<file path="config.mk">
export PLATFORM = sky130hd
export DESIGN_NAME = fls_fault_supervisor
export DESIGN_NICKNAME = d
export VERILOG_FILES = /design/src/rtl/fls_pkg.sv /design/src/rtl/fls_retry_timer.sv /design/src/rtl/fls_fault_supervisor.sv
export SDC_FILE = /design/constraint.sdc
export NUM_CORES = 2
export LEC_CHECK = 0
export BUFFER_PORTS_ARGS = -buffer_cell sky130_fd_sc_hd__buf_2
export CAP_MARGIN = 20
export CORE_UTILIZATION = 35
export CTS_BUF_LIST = sky130_fd_sc_hd__clkbuf_4 sky130_fd_sc_hd__clkbuf_8 sky130_fd_sc_hd__clkbuf_16
export CTS_CLUSTER_SIZE = 12
export DETAILED_ROUTE_END_ITERATION = 10
export SETUP_SLACK_MARGIN = 0.15
export SKIP_CTS_REPAIR_TIMING = 1
export SYNTH_ARGS = -nofsm -noshare
export SYNTH_HDL_FRONTEND = slang
export SYNTH_SLANG_ARGS = --single-unit
</file>
<file path="constraint.sdc">
create_clock -name clk -period 11 [get_ports clk]
set_input_delay 1.1 -clock clk [delete_from_list [all_inputs] [get_ports clk]]
set_output_delay 1.1 -clock clk [all_outputs]
set_load 0.01 [all_outputs]
</file>
<file path="src/rtl/fls_pkg.sv">
// Shared constants for the fault limit supervisor
package fls_pkg;

    // Command codes, one per register
    localparam logic [7:0] CMD_UV_LIMIT     = 8'h44;
    localparam logic [7:0] CMD_UV_ACTION    = 8'h45;
    localparam logic [7:0] CMD_OC_LIMIT     = 8'h46;
    localparam logic [7:0] CMD_OC_WARN      = 8'h4a;
    localparam logic [7:0] CMD_UC_LIMIT     = 8'h4b;
    localparam logic [7:0] CMD_OT_LIMIT     = 8'h4f;
    localparam logic [7:0] CMD_OT_ACTION    = 8'h50;
    localparam logic [7:0] CMD_OT_WARN      = 8'h51;
    localparam logic [7:0] CMD_UT_WARN      = 8'h52;
    localparam logic [7:0] CMD_UT_LIMIT     = 8'h53;
    localparam logic [7:0] CMD_UT_ACTION    = 8'h54;

    // Values after reset
    localparam logic [7:0]  ACTION_RESET    = 8'h80;
    localparam logic [15:0] OC_LIMIT_RESET  = 16'he320;
    localparam logic [15:0] UC_LIMIT_RESET  = 16'he4e0;
    localparam logic [15:0] OT_LIMIT_RESET  = 16'heb98;
    localparam logic [15:0] OT_WARN_RESET   = 16'heb48;
    localparam logic [15:0] UT_WARN_RESET   = 16'hdc40;
    localparam logic [15:0] UT_LIMIT_RESET  = 16'he530;

    // Hard bounds on the current limits, +50 A and -50 A
    localparam logic [15:0] PEAK_LIMIT_MAX  = 16'he320;
    localparam logic [15:0] VALLEY_LIMIT_MIN = 16'he4e0;

    // Response byte layout
    localparam int          ACT_RSVD_HI     = 7;
    localparam int          ACT_RSVD_LO     = 6;
    localparam logic [1:0]  ACT_RSVD_VALUE  = 2'b10;
    localparam int          ACT_RETRY_HI    = 5;
    localparam int          ACT_RETRY_LO    = 3;
    localparam int          ACT_DELAY_HI    = 2;
    localparam int          ACT_DELAY_LO    = 0;
    localparam logic [2:0]  RETRY_NONE      = 3'b000;
    localparam logic [2:0]  RETRY_FOREVER   = 3'b111;

    // Status flag positions
    localparam int ST_UV      = 0;
    localparam int ST_OC      = 1;
    localparam int ST_UC      = 2;
    localparam int ST_OT      = 3;
    localparam int ST_UT      = 4;
    localparam int ST_OT_WARN = 5;
    localparam int ST_UT_WARN = 6;
    localparam int ST_TEMP    = 7;

    // Timing
    localparam int unsigned CLK_HZ            = 20_000_000;
    localparam int unsigned RETRY_STEP_MS     = 35;
    localparam int unsigned RETRY_STEP_CYCLES =
        RETRY_STEP_MS * (CLK_HZ / 1000);

    typedef enum logic [1:0] {
        RUN_OFF   = 2'b00,
        RUN_ON    = 2'b01,
        RUN_LATCH = 2'b10,
        RUN_WAIT  = 2'b11
    } fls_run_state_type;

endpackage

</file>
<file path="src/rtl/fls_retry_timer.sv">
// Shutdown and restart sequencer for one output channel
`timescale 1ns/1ps
`default_nettype none

module fls_retry_timer #(
    parameter int unsigned STEP_CYCLES = fls_pkg::RETRY_STEP_CYCLES
) (
    // Clock and reset
    input  wire logic       clk,
    input  wire logic       rst_n,
    input  wire logic       ce,
    // Requests
    input  wire logic       run_req,
    input  wire logic       trip_latch,
    input  wire logic       trip_retry,
    input  wire logic [2:0] retry_delay,
    input  wire logic       clear,
    // Result
    output logic            out_on,
    output logic            retrying
);

    fls_pkg::fls_run_state_type state_reg;
    logic [31:0]                wait_cnt_reg;
    logic [31:0]                wait_load;

    // Whole wait is (delay + 1) steps, counted down to zero
    assign wait_load = 32'((32'(retry_delay) + 32'd1) * STEP_CYCLES) - 32'd1;

    always_ff @(posedge clk or negedge rst_n) begin
        if (!rst_n) begin
            state_reg    <= fls_pkg::RUN_OFF;
            wait_cnt_reg <= 32'h0000_0000;
        end else if (ce) begin
            unique case (state_reg)
                fls_pkg::RUN_OFF: begin
                    if (run_req) begin
                        state_reg <= fls_pkg::RUN_ON;
                    end
                end
                fls_pkg::RUN_ON: begin
                    if (!run_req) begin
                        state_reg <= fls_pkg::RUN_OFF;
                    end else if (trip_latch) begin
                        state_reg <= fls_pkg::RUN_LATCH;
                    end else if (trip_retry) begin
                        state_reg    <= fls_pkg::RUN_WAIT;
                        wait_cnt_reg <= wait_load;
                    end
                end
                fls_pkg::RUN_LATCH: begin
                    // Stays off, even when disabled, until cleared
                    if (clear) begin
                        state_reg <= fls_pkg::RUN_OFF;
                    end
                end
                fls_pkg::RUN_WAIT: begin
                    if (!run_req) begin
                        state_reg <= fls_pkg::RUN_OFF;
                    end else if (trip_latch) begin
                        state_reg <= fls_pkg::RUN_LATCH;
                    end else if (wait_cnt_reg == 32'h0000_0000) begin
                        // Restart without looking at the fault
                        state_reg <= fls_pkg::RUN_ON;
                    end else begin
                        wait_cnt_reg <= wait_cnt_reg - 32'd1;
                    end
                end
            endcase
        end
    end

    assign out_on   = (state_reg == fls_pkg::RUN_ON);
    assign retrying = (state_reg == fls_pkg::RUN_WAIT);

endmodule // fls_retry_timer

`default_nettype wire

</file>
<file path="src/rtl/fls_fault_supervisor.sv">
// Two-channel fault limit supervisor with command register file
`timescale 1ns/1ps
`default_nettype none

module fls_fault_supervisor #(
    parameter int unsigned RETRY_STEP_CYCLES = fls_pkg::RETRY_STEP_CYCLES,
    parameter logic [15:0] UV_LIMIT_STRAP    = 16'h0000,
    parameter logic [15:0] OC_WARN_STRAP     = 16'h0000
) (
    // Clock, reset, enable
    input  wire logic             clk,
    input  wire logic             resetn,
    input  wire logic             ce,
    // Command port
    input  wire logic             cmd_wr,
    input  wire logic             cmd_rd,
    input  wire logic             cmd_page,
    input  wire logic [7:0]       cmd_code,
    input  wire logic             cmd_word,
    input  wire logic [15:0]      cmd_wdata,
    output logic                  rd_valid,
    output logic                  rd_word,
    output logic [15:0]           rd_data,
    output logic                  cmd_err,
    // Channel control and telemetry
    input  wire logic [1:0]       rail_en,
    input  wire logic [1:0]       ramping,
    input  wire logic [1:0]       clear_fault,
    input  wire logic [1:0][15:0] vout,
    input  wire logic [1:0][15:0] iout,
    input  wire logic [1:0]       iout_valid,
    input  wire logic [1:0]       blank_done,
    input  wire logic [1:0][15:0] temp,
    input  wire logic [1:0]       avg_oc_fault,
    input  wire logic [1:0]       avg_uc_fault,
    input  wire logic [1:0][7:0]  avg_oc_action,
    input  wire logic [1:0][7:0]  avg_uc_action,
    // Channel results
    output logic [1:0]            out_on,
    output logic [1:0]            retrying,
    output logic [1:0][7:0]       status,
    output logic                  alert
);

    logic        rst_meta_reg;
    logic        rst_n_reg;
    logic [15:0] uv_lim_reg  [2];
    logic [7:0]  uv_act_reg  [2];
    logic [15:0] oc_lim_reg  [2];
    logic [15:0] oc_warn_reg [2];
    logic [15:0] uc_lim_reg  [2];
    logic [15:0] ot_lim_reg  [2];
    logic [7:0]  ot_act_reg  [2];
    logic [15:0] ot_warn_reg [2];
    logic [15:0] ut_warn_reg [2];
    logic [15:0] ut_lim_reg  [2];
    logic [7:0]  ut_act_reg  [2];
    logic [1:0]  ot_active_reg;
    logic [1:0]  ut_active_reg;
    logic [1:0]  ot_active_next;
    logic [1:0]  ut_active_next;
    logic [1:0][7:0] status_reg;
    logic [1:0][7:0] status_set;
    logic [1:0]  trip_latch;
    logic [1:0]  trip_retry;
    logic [1:0][2:0] trip_delay;
    logic        code_known;
    logic        code_is_byte;
    logic        cmd_ok;

    // Reset released through two flops
    always_ff @(posedge clk or negedge resetn) begin
        if (!resetn) begin
            rst_meta_reg <= 1'b0;
            rst_n_reg    <= 1'b0;
        end else begin
            rst_meta_reg <= 1'b1;
            rst_n_reg    <= rst_meta_reg;
        end
    end

    // Linear value of a mantissa/exponent word, 16 fraction bits
    function automatic logic signed [63:0] lin(input logic [15:0] w);
        logic signed [63:0] m;
        logic [4:0]         sh;
        m   = {{53{w[10]}}, w[10:0]};
        sh  = {~w[15], w[14:11]};
        lin = m <<< sh;
    endfunction

    function automatic logic is_forever(input logic [7:0] a);
        is_forever = (a[fls_pkg::ACT_RETRY_HI:fls_pkg::ACT_RETRY_LO]
                      == fls_pkg::RETRY_FOREVER);
    endfunction

    function automatic logic [7:0] fix_action(input logic [7:0] a);
        fix_action = {fls_pkg::ACT_RSVD_VALUE, a[5:0]};
    endfunction

    // Command length check and decode
    always_comb begin
        code_known   = 1'b1;
        code_is_byte = 1'b0;
        unique case (cmd_code)
            fls_pkg::CMD_UV_ACTION,
            fls_pkg::CMD_OT_ACTION,
            fls_pkg::CMD_UT_ACTION: code_is_byte = 1'b1;
            fls_pkg::CMD_UV_LIMIT,
            fls_pkg::CMD_OC_LIMIT,
            fls_pkg::CMD_OC_WARN,
            fls_pkg::CMD_UC_LIMIT,
            fls_pkg::CMD_OT_LIMIT,
            fls_pkg::CMD_OT_WARN,
            fls_pkg::CMD_UT_WARN,
            fls_pkg::CMD_UT_LIMIT:  code_is_byte = 1'b0;
            default:                code_known   = 1'b0;
        endcase
        cmd_ok = code_known && (cmd_word == !code_is_byte);
    end

    // Register writes, one set per page
    always_ff @(posedge clk or negedge rst_n_reg) begin
        if (!rst_n_reg) begin
            for (int c = 0; c < 2; c++) begin
                uv_lim_reg[c]  <= UV_LIMIT_STRAP;
                uv_act_reg[c]  <= fls_pkg::ACTION_RESET;
                oc_lim_reg[c]  <= fls_pkg::OC_LIMIT_RESET;
                oc_warn_reg[c] <= OC_WARN_STRAP;
                uc_lim_reg[c]  <= fls_pkg::UC_LIMIT_RESET;
                ot_lim_reg[c]  <= fls_pkg::OT_LIMIT_RESET;
                ot_act_reg[c]  <= fls_pkg::ACTION_RESET;
                ot_warn_reg[c] <= fls_pkg::OT_WARN_RESET;
                ut_warn_reg[c] <= fls_pkg::UT_WARN_RESET;
                ut_lim_reg[c]  <= fls_pkg::UT_LIMIT_RESET;
                ut_act_reg[c]  <= fls_pkg::ACTION_RESET;
            end
        end else if (ce && cmd_wr && cmd_ok) begin
            unique case (cmd_code)
                fls_pkg::CMD_UV_LIMIT:
                    uv_lim_reg[cmd_page] <= cmd_wdata;
                fls_pkg::CMD_UV_ACTION:
                    uv_act_reg[cmd_page] <= fix_action(cmd_wdata[7:0]);
                fls_pkg::CMD_OC_LIMIT:
                    oc_lim_reg[cmd_page] <=
                        (lin(cmd_wdata) > lin(fls_pkg::PEAK_LIMIT_MAX))
                        ? fls_pkg::PEAK_LIMIT_MAX : cmd_wdata;
                fls_pkg::CMD_OC_WARN:
                    oc_warn_reg[cmd_page] <= cmd_wdata;
                fls_pkg::CMD_UC_LIMIT:
                    uc_lim_reg[cmd_page] <=
                        (lin(cmd_wdata) < lin(fls_pkg::VALLEY_LIMIT_MIN))
                        ? fls_pkg::VALLEY_LIMIT_MIN : cmd_wdata;
                fls_pkg::CMD_OT_LIMIT:
                    ot_lim_reg[cmd_page] <= cmd_wdata;
                fls_pkg::CMD_OT_ACTION:
                    ot_act_reg[cmd_page] <= fix_action(cmd_wdata[7:0]);
                fls_pkg::CMD_OT_WARN:
                    ot_warn_reg[cmd_page] <= cmd_wdata;
                fls_pkg::CMD_UT_WARN:
                    ut_warn_reg[cmd_page] <= cmd_wdata;
                fls_pkg::CMD_UT_LIMIT:
                    ut_lim_reg[cmd_page] <= cmd_wdata;
                fls_pkg::CMD_UT_ACTION:
                    ut_act_reg[cmd_page] <= fix_action(cmd_wdata[7:0]);
                default: ;
            endcase
        end
    end

    // Read answers and command errors
    always_ff @(posedge clk or negedge rst_n_reg) begin
        if (!rst_n_reg) begin
            rd_valid <= 1'b0;
            rd_word  <= 1'b0;
            rd_data  <= 16'h0000;
            cmd_err  <= 1'b0;
        end else if (ce) begin
            rd_valid <= cmd_rd && cmd_ok;
            cmd_err  <= (cmd_rd || cmd_wr) && !cmd_ok;
            if (cmd_rd && cmd_ok) begin
                rd_word <= !code_is_byte;
                unique case (cmd_code)
                    fls_pkg::CMD_UV_LIMIT:  rd_data <= uv_lim_reg[cmd_page];
                    fls_pkg::CMD_UV_ACTION: rd_data <= {8'h00, uv_act_reg[cmd_page]};
                    fls_pkg::CMD_OC_LIMIT:  rd_data <= oc_lim_reg[cmd_page];
                    fls_pkg::CMD_OC_WARN:   rd_data <= oc_warn_reg[cmd_page];
                    fls_pkg::CMD_UC_LIMIT:  rd_data <= uc_lim_reg[cmd_page];
                    fls_pkg::CMD_OT_LIMIT:  rd_data <= ot_lim_reg[cmd_page];
                    fls_pkg::CMD_OT_ACTION: rd_data <= {8'h00, ot_act_reg[cmd_page]};
                    fls_pkg::CMD_OT_WARN:   rd_data <= ot_warn_reg[cmd_page];
                    fls_pkg::CMD_UT_WARN:   rd_data <= ut_warn_reg[cmd_page];
                    fls_pkg::CMD_UT_LIMIT:  rd_data <= ut_lim_reg[cmd_page];
                    fls_pkg::CMD_UT_ACTION: rd_data <= {8'h00, ut_act_reg[cmd_page]};
                    default:                rd_data <= 16'h0000;
                endcase
            end
        end
    end

    // Fault detection and response selection per channel
    always_comb begin
        for (int c = 0; c < 2; c++) begin
            logic uv_t;
            logic oc_t;
            logic uc_t;
            logic ot_t;
            logic ut_t;
            logic qual;
            logic signed [63:0] t;
            uv_t = 1'b0;
            oc_t = 1'b0;
            uc_t = 1'b0;
            ot_t = 1'b0;
            ut_t = 1'b0;
            t    = lin(temp[c]);
            qual = iout_valid[c] && blank_done[c];
            status_set[c] = 8'h00;
            uv_t = rail_en[c] && !ramping[c] && out_on[c]
                   && (vout[c] < uv_lim_reg[c]);
            oc_t = (qual && (lin(iout[c]) > lin(oc_lim_reg[c])))
                   || avg_oc_fault[c];
            uc_t = (qual && (lin(iout[c]) < lin(uc_lim_reg[c])))
                   || avg_uc_fault[c];
            // Hysteresis: warning limit releases the held fault
            ot_active_next[c] = ot_active_reg[c]
                ? !(t < lin(ot_warn_reg[c]))
                : (t > lin(ot_lim_reg[c]));
            ut_active_next[c] = ut_active_reg[c]
                ? !(t > lin(ut_warn_reg[c]))
                : (t < lin(ut_lim_reg[c]));
            ot_t = ot_active_next[c] && !ot_active_reg[c];
            ut_t = ut_active_next[c] && !ut_active_reg[c];
            status_set[c][fls_pkg::ST_UV] = uv_t;
            status_set[c][fls_pkg::ST_OC] = oc_t;
            status_set[c][fls_pkg::ST_UC] = uc_t;
            status_set[c][fls_pkg::ST_OT] = ot_active_next[c];
            status_set[c][fls_pkg::ST_UT] = ut_active_next[c];
            status_set[c][fls_pkg::ST_OT_WARN] =
                t > lin(ot_warn_reg[c]);
            status_set[c][fls_pkg::ST_UT_WARN] =
                t < lin(ut_warn_reg[c]);
            status_set[c][fls_pkg::ST_TEMP] =
                status_set[c][fls_pkg::ST_OT_WARN]
                || status_set[c][fls_pkg::ST_UT_WARN]
                || ot_active_next[c] || ut_active_next[c];
            // Only a running output can trip; lowest priority first
            oc_t = oc_t && out_on[c];
            uc_t = uc_t && out_on[c];
            ot_t = ot_t && out_on[c];
            ut_t = ut_t && out_on[c];
            trip_latch[c] = (uv_t && !is_forever(uv_act_reg[c]))
                || (oc_t && !is_forever(avg_oc_action[c]))
                || (uc_t && !is_forever(avg_uc_action[c]))
                || (ot_t && !is_forever(ot_act_reg[c]))
                || (ut_t && !is_forever(ut_act_reg[c]));
            trip_retry[c] = uv_t || oc_t || uc_t || ot_t || ut_t;
            trip_delay[c] = 3'b000;
            if (ut_t) begin
                trip_delay[c] = ut_act_reg[c][2:0];
            end
            if (ot_t) begin
                trip_delay[c] = ot_act_reg[c][2:0];
            end
            if (uc_t) begin
                trip_delay[c] = avg_uc_action[c][2:0];
            end
            if (oc_t) begin
                trip_delay[c] = avg_oc_action[c][2:0];
            end
            if (uv_t) begin
                trip_delay[c] = uv_act_reg[c][2:0];
            end
        end
    end

    // Sticky status; a new event wins over a clear in the same cycle
    always_ff @(posedge clk or negedge rst_n_reg) begin
        if (!rst_n_reg) begin
            status_reg    <= '0;
            ot_active_reg <= 2'b00;
            ut_active_reg <= 2'b00;
        end else if (ce) begin
            ot_active_reg <= ot_active_next;
            ut_active_reg <= ut_active_next;
            for (int c = 0; c < 2; c++) begin
                status_reg[c] <= (status_reg[c] & ~{8{clear_fault[c]}})
                                 | status_set[c];
            end
        end
    end

    assign status = status_reg;
    assign alert  = |status_reg;

    // One restart sequencer per channel
    for (genvar g = 0; g < 2; g++) begin : g_chan
        fls_retry_timer #(
            .STEP_CYCLES (RETRY_STEP_CYCLES)
        ) u_retry (
            .clk         (clk),
            .rst_n       (rst_n_reg),
            .ce          (ce),
            .run_req     (rail_en[g]),
            .trip_latch  (trip_latch[g]),
            .trip_retry  (trip_retry[g]),
            .retry_delay (trip_delay[g]),
            .clear       (clear_fault[g]),
            .out_on      (out_on[g]),
            .retrying    (retrying[g])
        );
    end

endmodule // fls_fault_supervisor

`default_nettype wire

</file>
==> results_dict.tcl <==
set metrics [dict create \
    drv_cap 0 \
    cts_buffers 50 \
    rsz0062_at_grt "no" \
    fin_crit_sh_pct 93.4 \
    finalSetupViolations 0 \
    pre_cts_slack_ps 320 \
    drtIter0Drc 5909 \
    coreArea_um2 142000 \
    finalPower_mw 5.99 \
    final_common_cell "nand2_1" \
    cpPeakStageDelay_ps 720 \
    clockBufferDepth 3 \
    fp-row-count 138 \
    cp-end-kind "register" \
    p_sw_mw 2.47 \
    vias 50600 \
    die_w_um 380 \
    grt_pass1_vias 46400 \
    timing.fmax_ghz 0.0973 \
    clock-root-buffer "clkbuf_16" \
    internal_power_mw 3.52 \
    area_growth_pct 8.78 \
    utilization_pct 38.3 \
    grt_pass1_wl_um 296000 \
    p_comb_share_pct 43.2 \
    final_cell_mix "nand2_1, o21ai_0, ha_1, nor2_1, a21oi_1" \
    setup_tns_ps 0 \
    pwr-share-seq_pct 28.6 \
    finClkSkew_ps 54.0 \
    synth_seq_cells 401 \
    leakage_nw 23.0 \
    post-route-cell-area_um2 54300 \
    totalWireLength_um 201000 \
    place_inst 8166 \
    instances_no_fill 8266 \
    largest_register_ffs 64 \
    insertion_delay_ps 650 \
    synth_fp_nets 7102 \
    drc_errors 0 \
    grt_max_degree 168 \
    initial_core_util_pct 35.3 \
    crit_top_cell "nor2_1" \
    crit_arrival_ps 10830 \
    grt_overflow 0 \
    port_buffers 204 \
    clk_pin_slew_ps 60 \
    gp_congestion 1.02 \
    wire_per_inst_um 24.3 \
    cts_sinks 401 \
    synth_area_leader_cell "dfrtp_1" \
    layout_setup_ws_ps 725 \
    cp.required_ps 11560 \
    ys.flop_type "dfrtp_1" \
    worstHoldPathType "primary input to asynchronous set/reset pin" \
    nNetsFinal 7056 \
    hold_violations 0 \
    worst_pin_slew_ps 1260 \
    drive_above_1_share_pct 14.0 \
    netlist.area_leader.share_pct 15.8 \
    period_needed_ps 10280 \
    slew_violations 0 \
    postSynthCellCount 6378 \
    htreeDepth 2 \
    cts_tree "done" \
    synth_area_um2 49900 \
    antenna_found_initial 21 \
    cp_slowest_cell "o21ai_0" \
    synth_area_per_cell_um2 7.83 \
    grt_usage_pct 26.6 \
    first_pass_iters 8 \
    antenna_left 0 \
    ir_drop_mv 0.152 \
    pwr-share-clk_pct 28.3 \
    ys_warn_count 0 \
    vias_per_cell 6.12 \
    synth_edf_count 0 \
    synthArstFlopShare_pct 100 \
    yosys-top-cells-area "dfrtp_1, ha_1, mux2i_1" \
    dieArea_um2 144000 \
    slew_headroom_pct 15.5 \
    power.density_nw_per_um2 110 \
    io_pins 213 \
    p_sw_share_pct 41.3 \
    worst-path-max-fanout 21 \
    critPathKind "primary input to register" \
    hold-worst-slack_ps 240 \
    status "complete, no violations" \
    yosysUniqueCellTypes 117 \
    placedInstanceArea_um2 52600 \
    seq_area_frac_synth_pct 20.3 \
    fp.dieH_um 380 \
    worstSetupStartpointType "primary input" \
    dp_hpwl_um 157000 \
]
[kinds of logic after synthesis]
kind of cell	after synthesis	share of synthesized area [%]
AOI/OAI and AO/OA	2009	25.2
xor gates and xnor gates	65	1.14
adders and majority gates	559	14.1
buffers and inverters	587	4.54
DFF	401	20.3
muxes	676	15.3
other	1	0.00751
and+or+nand+nor	2080	19.4
[cell usage after synthesis, drive strengths merged (19+ instances only)]
| master | instances |
|---|---|
| mux4 | 41 |
| a211oi | 48 |
| a21boi | 63 |
| nand2 | 773 |
| ha | 543 |
| a221oi | 22 |
| nand3 | 112 |
| mux2 | 260 |
| dfrtp | 315 |
| o22ai | 73 |
| and3 | 25 |
| nor3 | 125 |
| a22oi | 97 |
| o221ai | 27 |
| inv | 144 |
| o31ai | 21 |
| mux2i | 375 |
| and2 | 50 |
| o21a | 43 |
| nor2 | 525 |
| or2 | 26 |
| nor2b | 70 |
| or3 | 43 |
| buf | 91 |
| a31oi | 68 |
| nor4 | 60 |
| nand4 | 80 |
| o211ai | 51 |
| o21ai | 671 |
| a21o | 116 |
| dfstp | 86 |
| clkinv | 23 |
| a21oi | 488 |
| xnor2 | 46 |
| nand2b | 119 |
| clkbuf | 329 |
| xor2 | 19 |
[layer usage]
layer  track usage [%]  part of all wire (%)
met4              8.97                   3.7
met3              5.19                   8.7
met5                 0                 0.048
met1              37.0                    44
met2              41.0                    43
[path summary, 6_finish.rpt]
kind	start	end	slack (ps)	cells past startpoint
hold reg to reg	rst_n_reg	g_chan[1].u_retry.wait_cnt_reg[3]	260	0
setup / recovery	temp[12]	g_chan[0].u_retry.wait_cnt_reg[24]	720	40
min in group clk	rst_meta_reg	rst_n_reg	350	0
hold / removal	resetn	rst_n_reg	240	1
setup reg to reg	ut_lim_reg[27]	g_chan[0].u_retry.wait_cnt_reg[24]	750	38
max in group asynchronous	rst_n_reg	uc_lim_reg[28]	8550	2
[power groups by stage]
stage          clock (mW)  combinational [mW]  sequential, mW
2_1_floorplan           0                1.79            1.72
5_1_grt              1.76                2.87            1.73
6_report             1.69                2.59            1.71
4_1_cts              1.71                2.54            1.71
3_5_place_dp            0                2.53            1.73
3_3_place_gp            0                2.50            1.73
[worst max-delay path, delay by kind of cell]
kind / cells / cell delay (ps)
AND/OR/NAND/NOR: 13 / 2840
AO/OA/AOI/OAI: 11 / 2630
multiplexers: 3 / 880
adder cells (fa/ha/maj): 5 / 1930
buffers and inverters: 8 / 1410
[layout make-up]
cell class	count	area, µm²
antenna	4	10.0
clock buffer	72	1470
clock inverter	20	169
fill	14700	87300
inverter	167	627
multi-input combinational	5390	37600
sequential	401	10100
tap	1890	2360
timing repair buffer	322	1960
No activity file was read; power rests on OpenSTA's default activity.
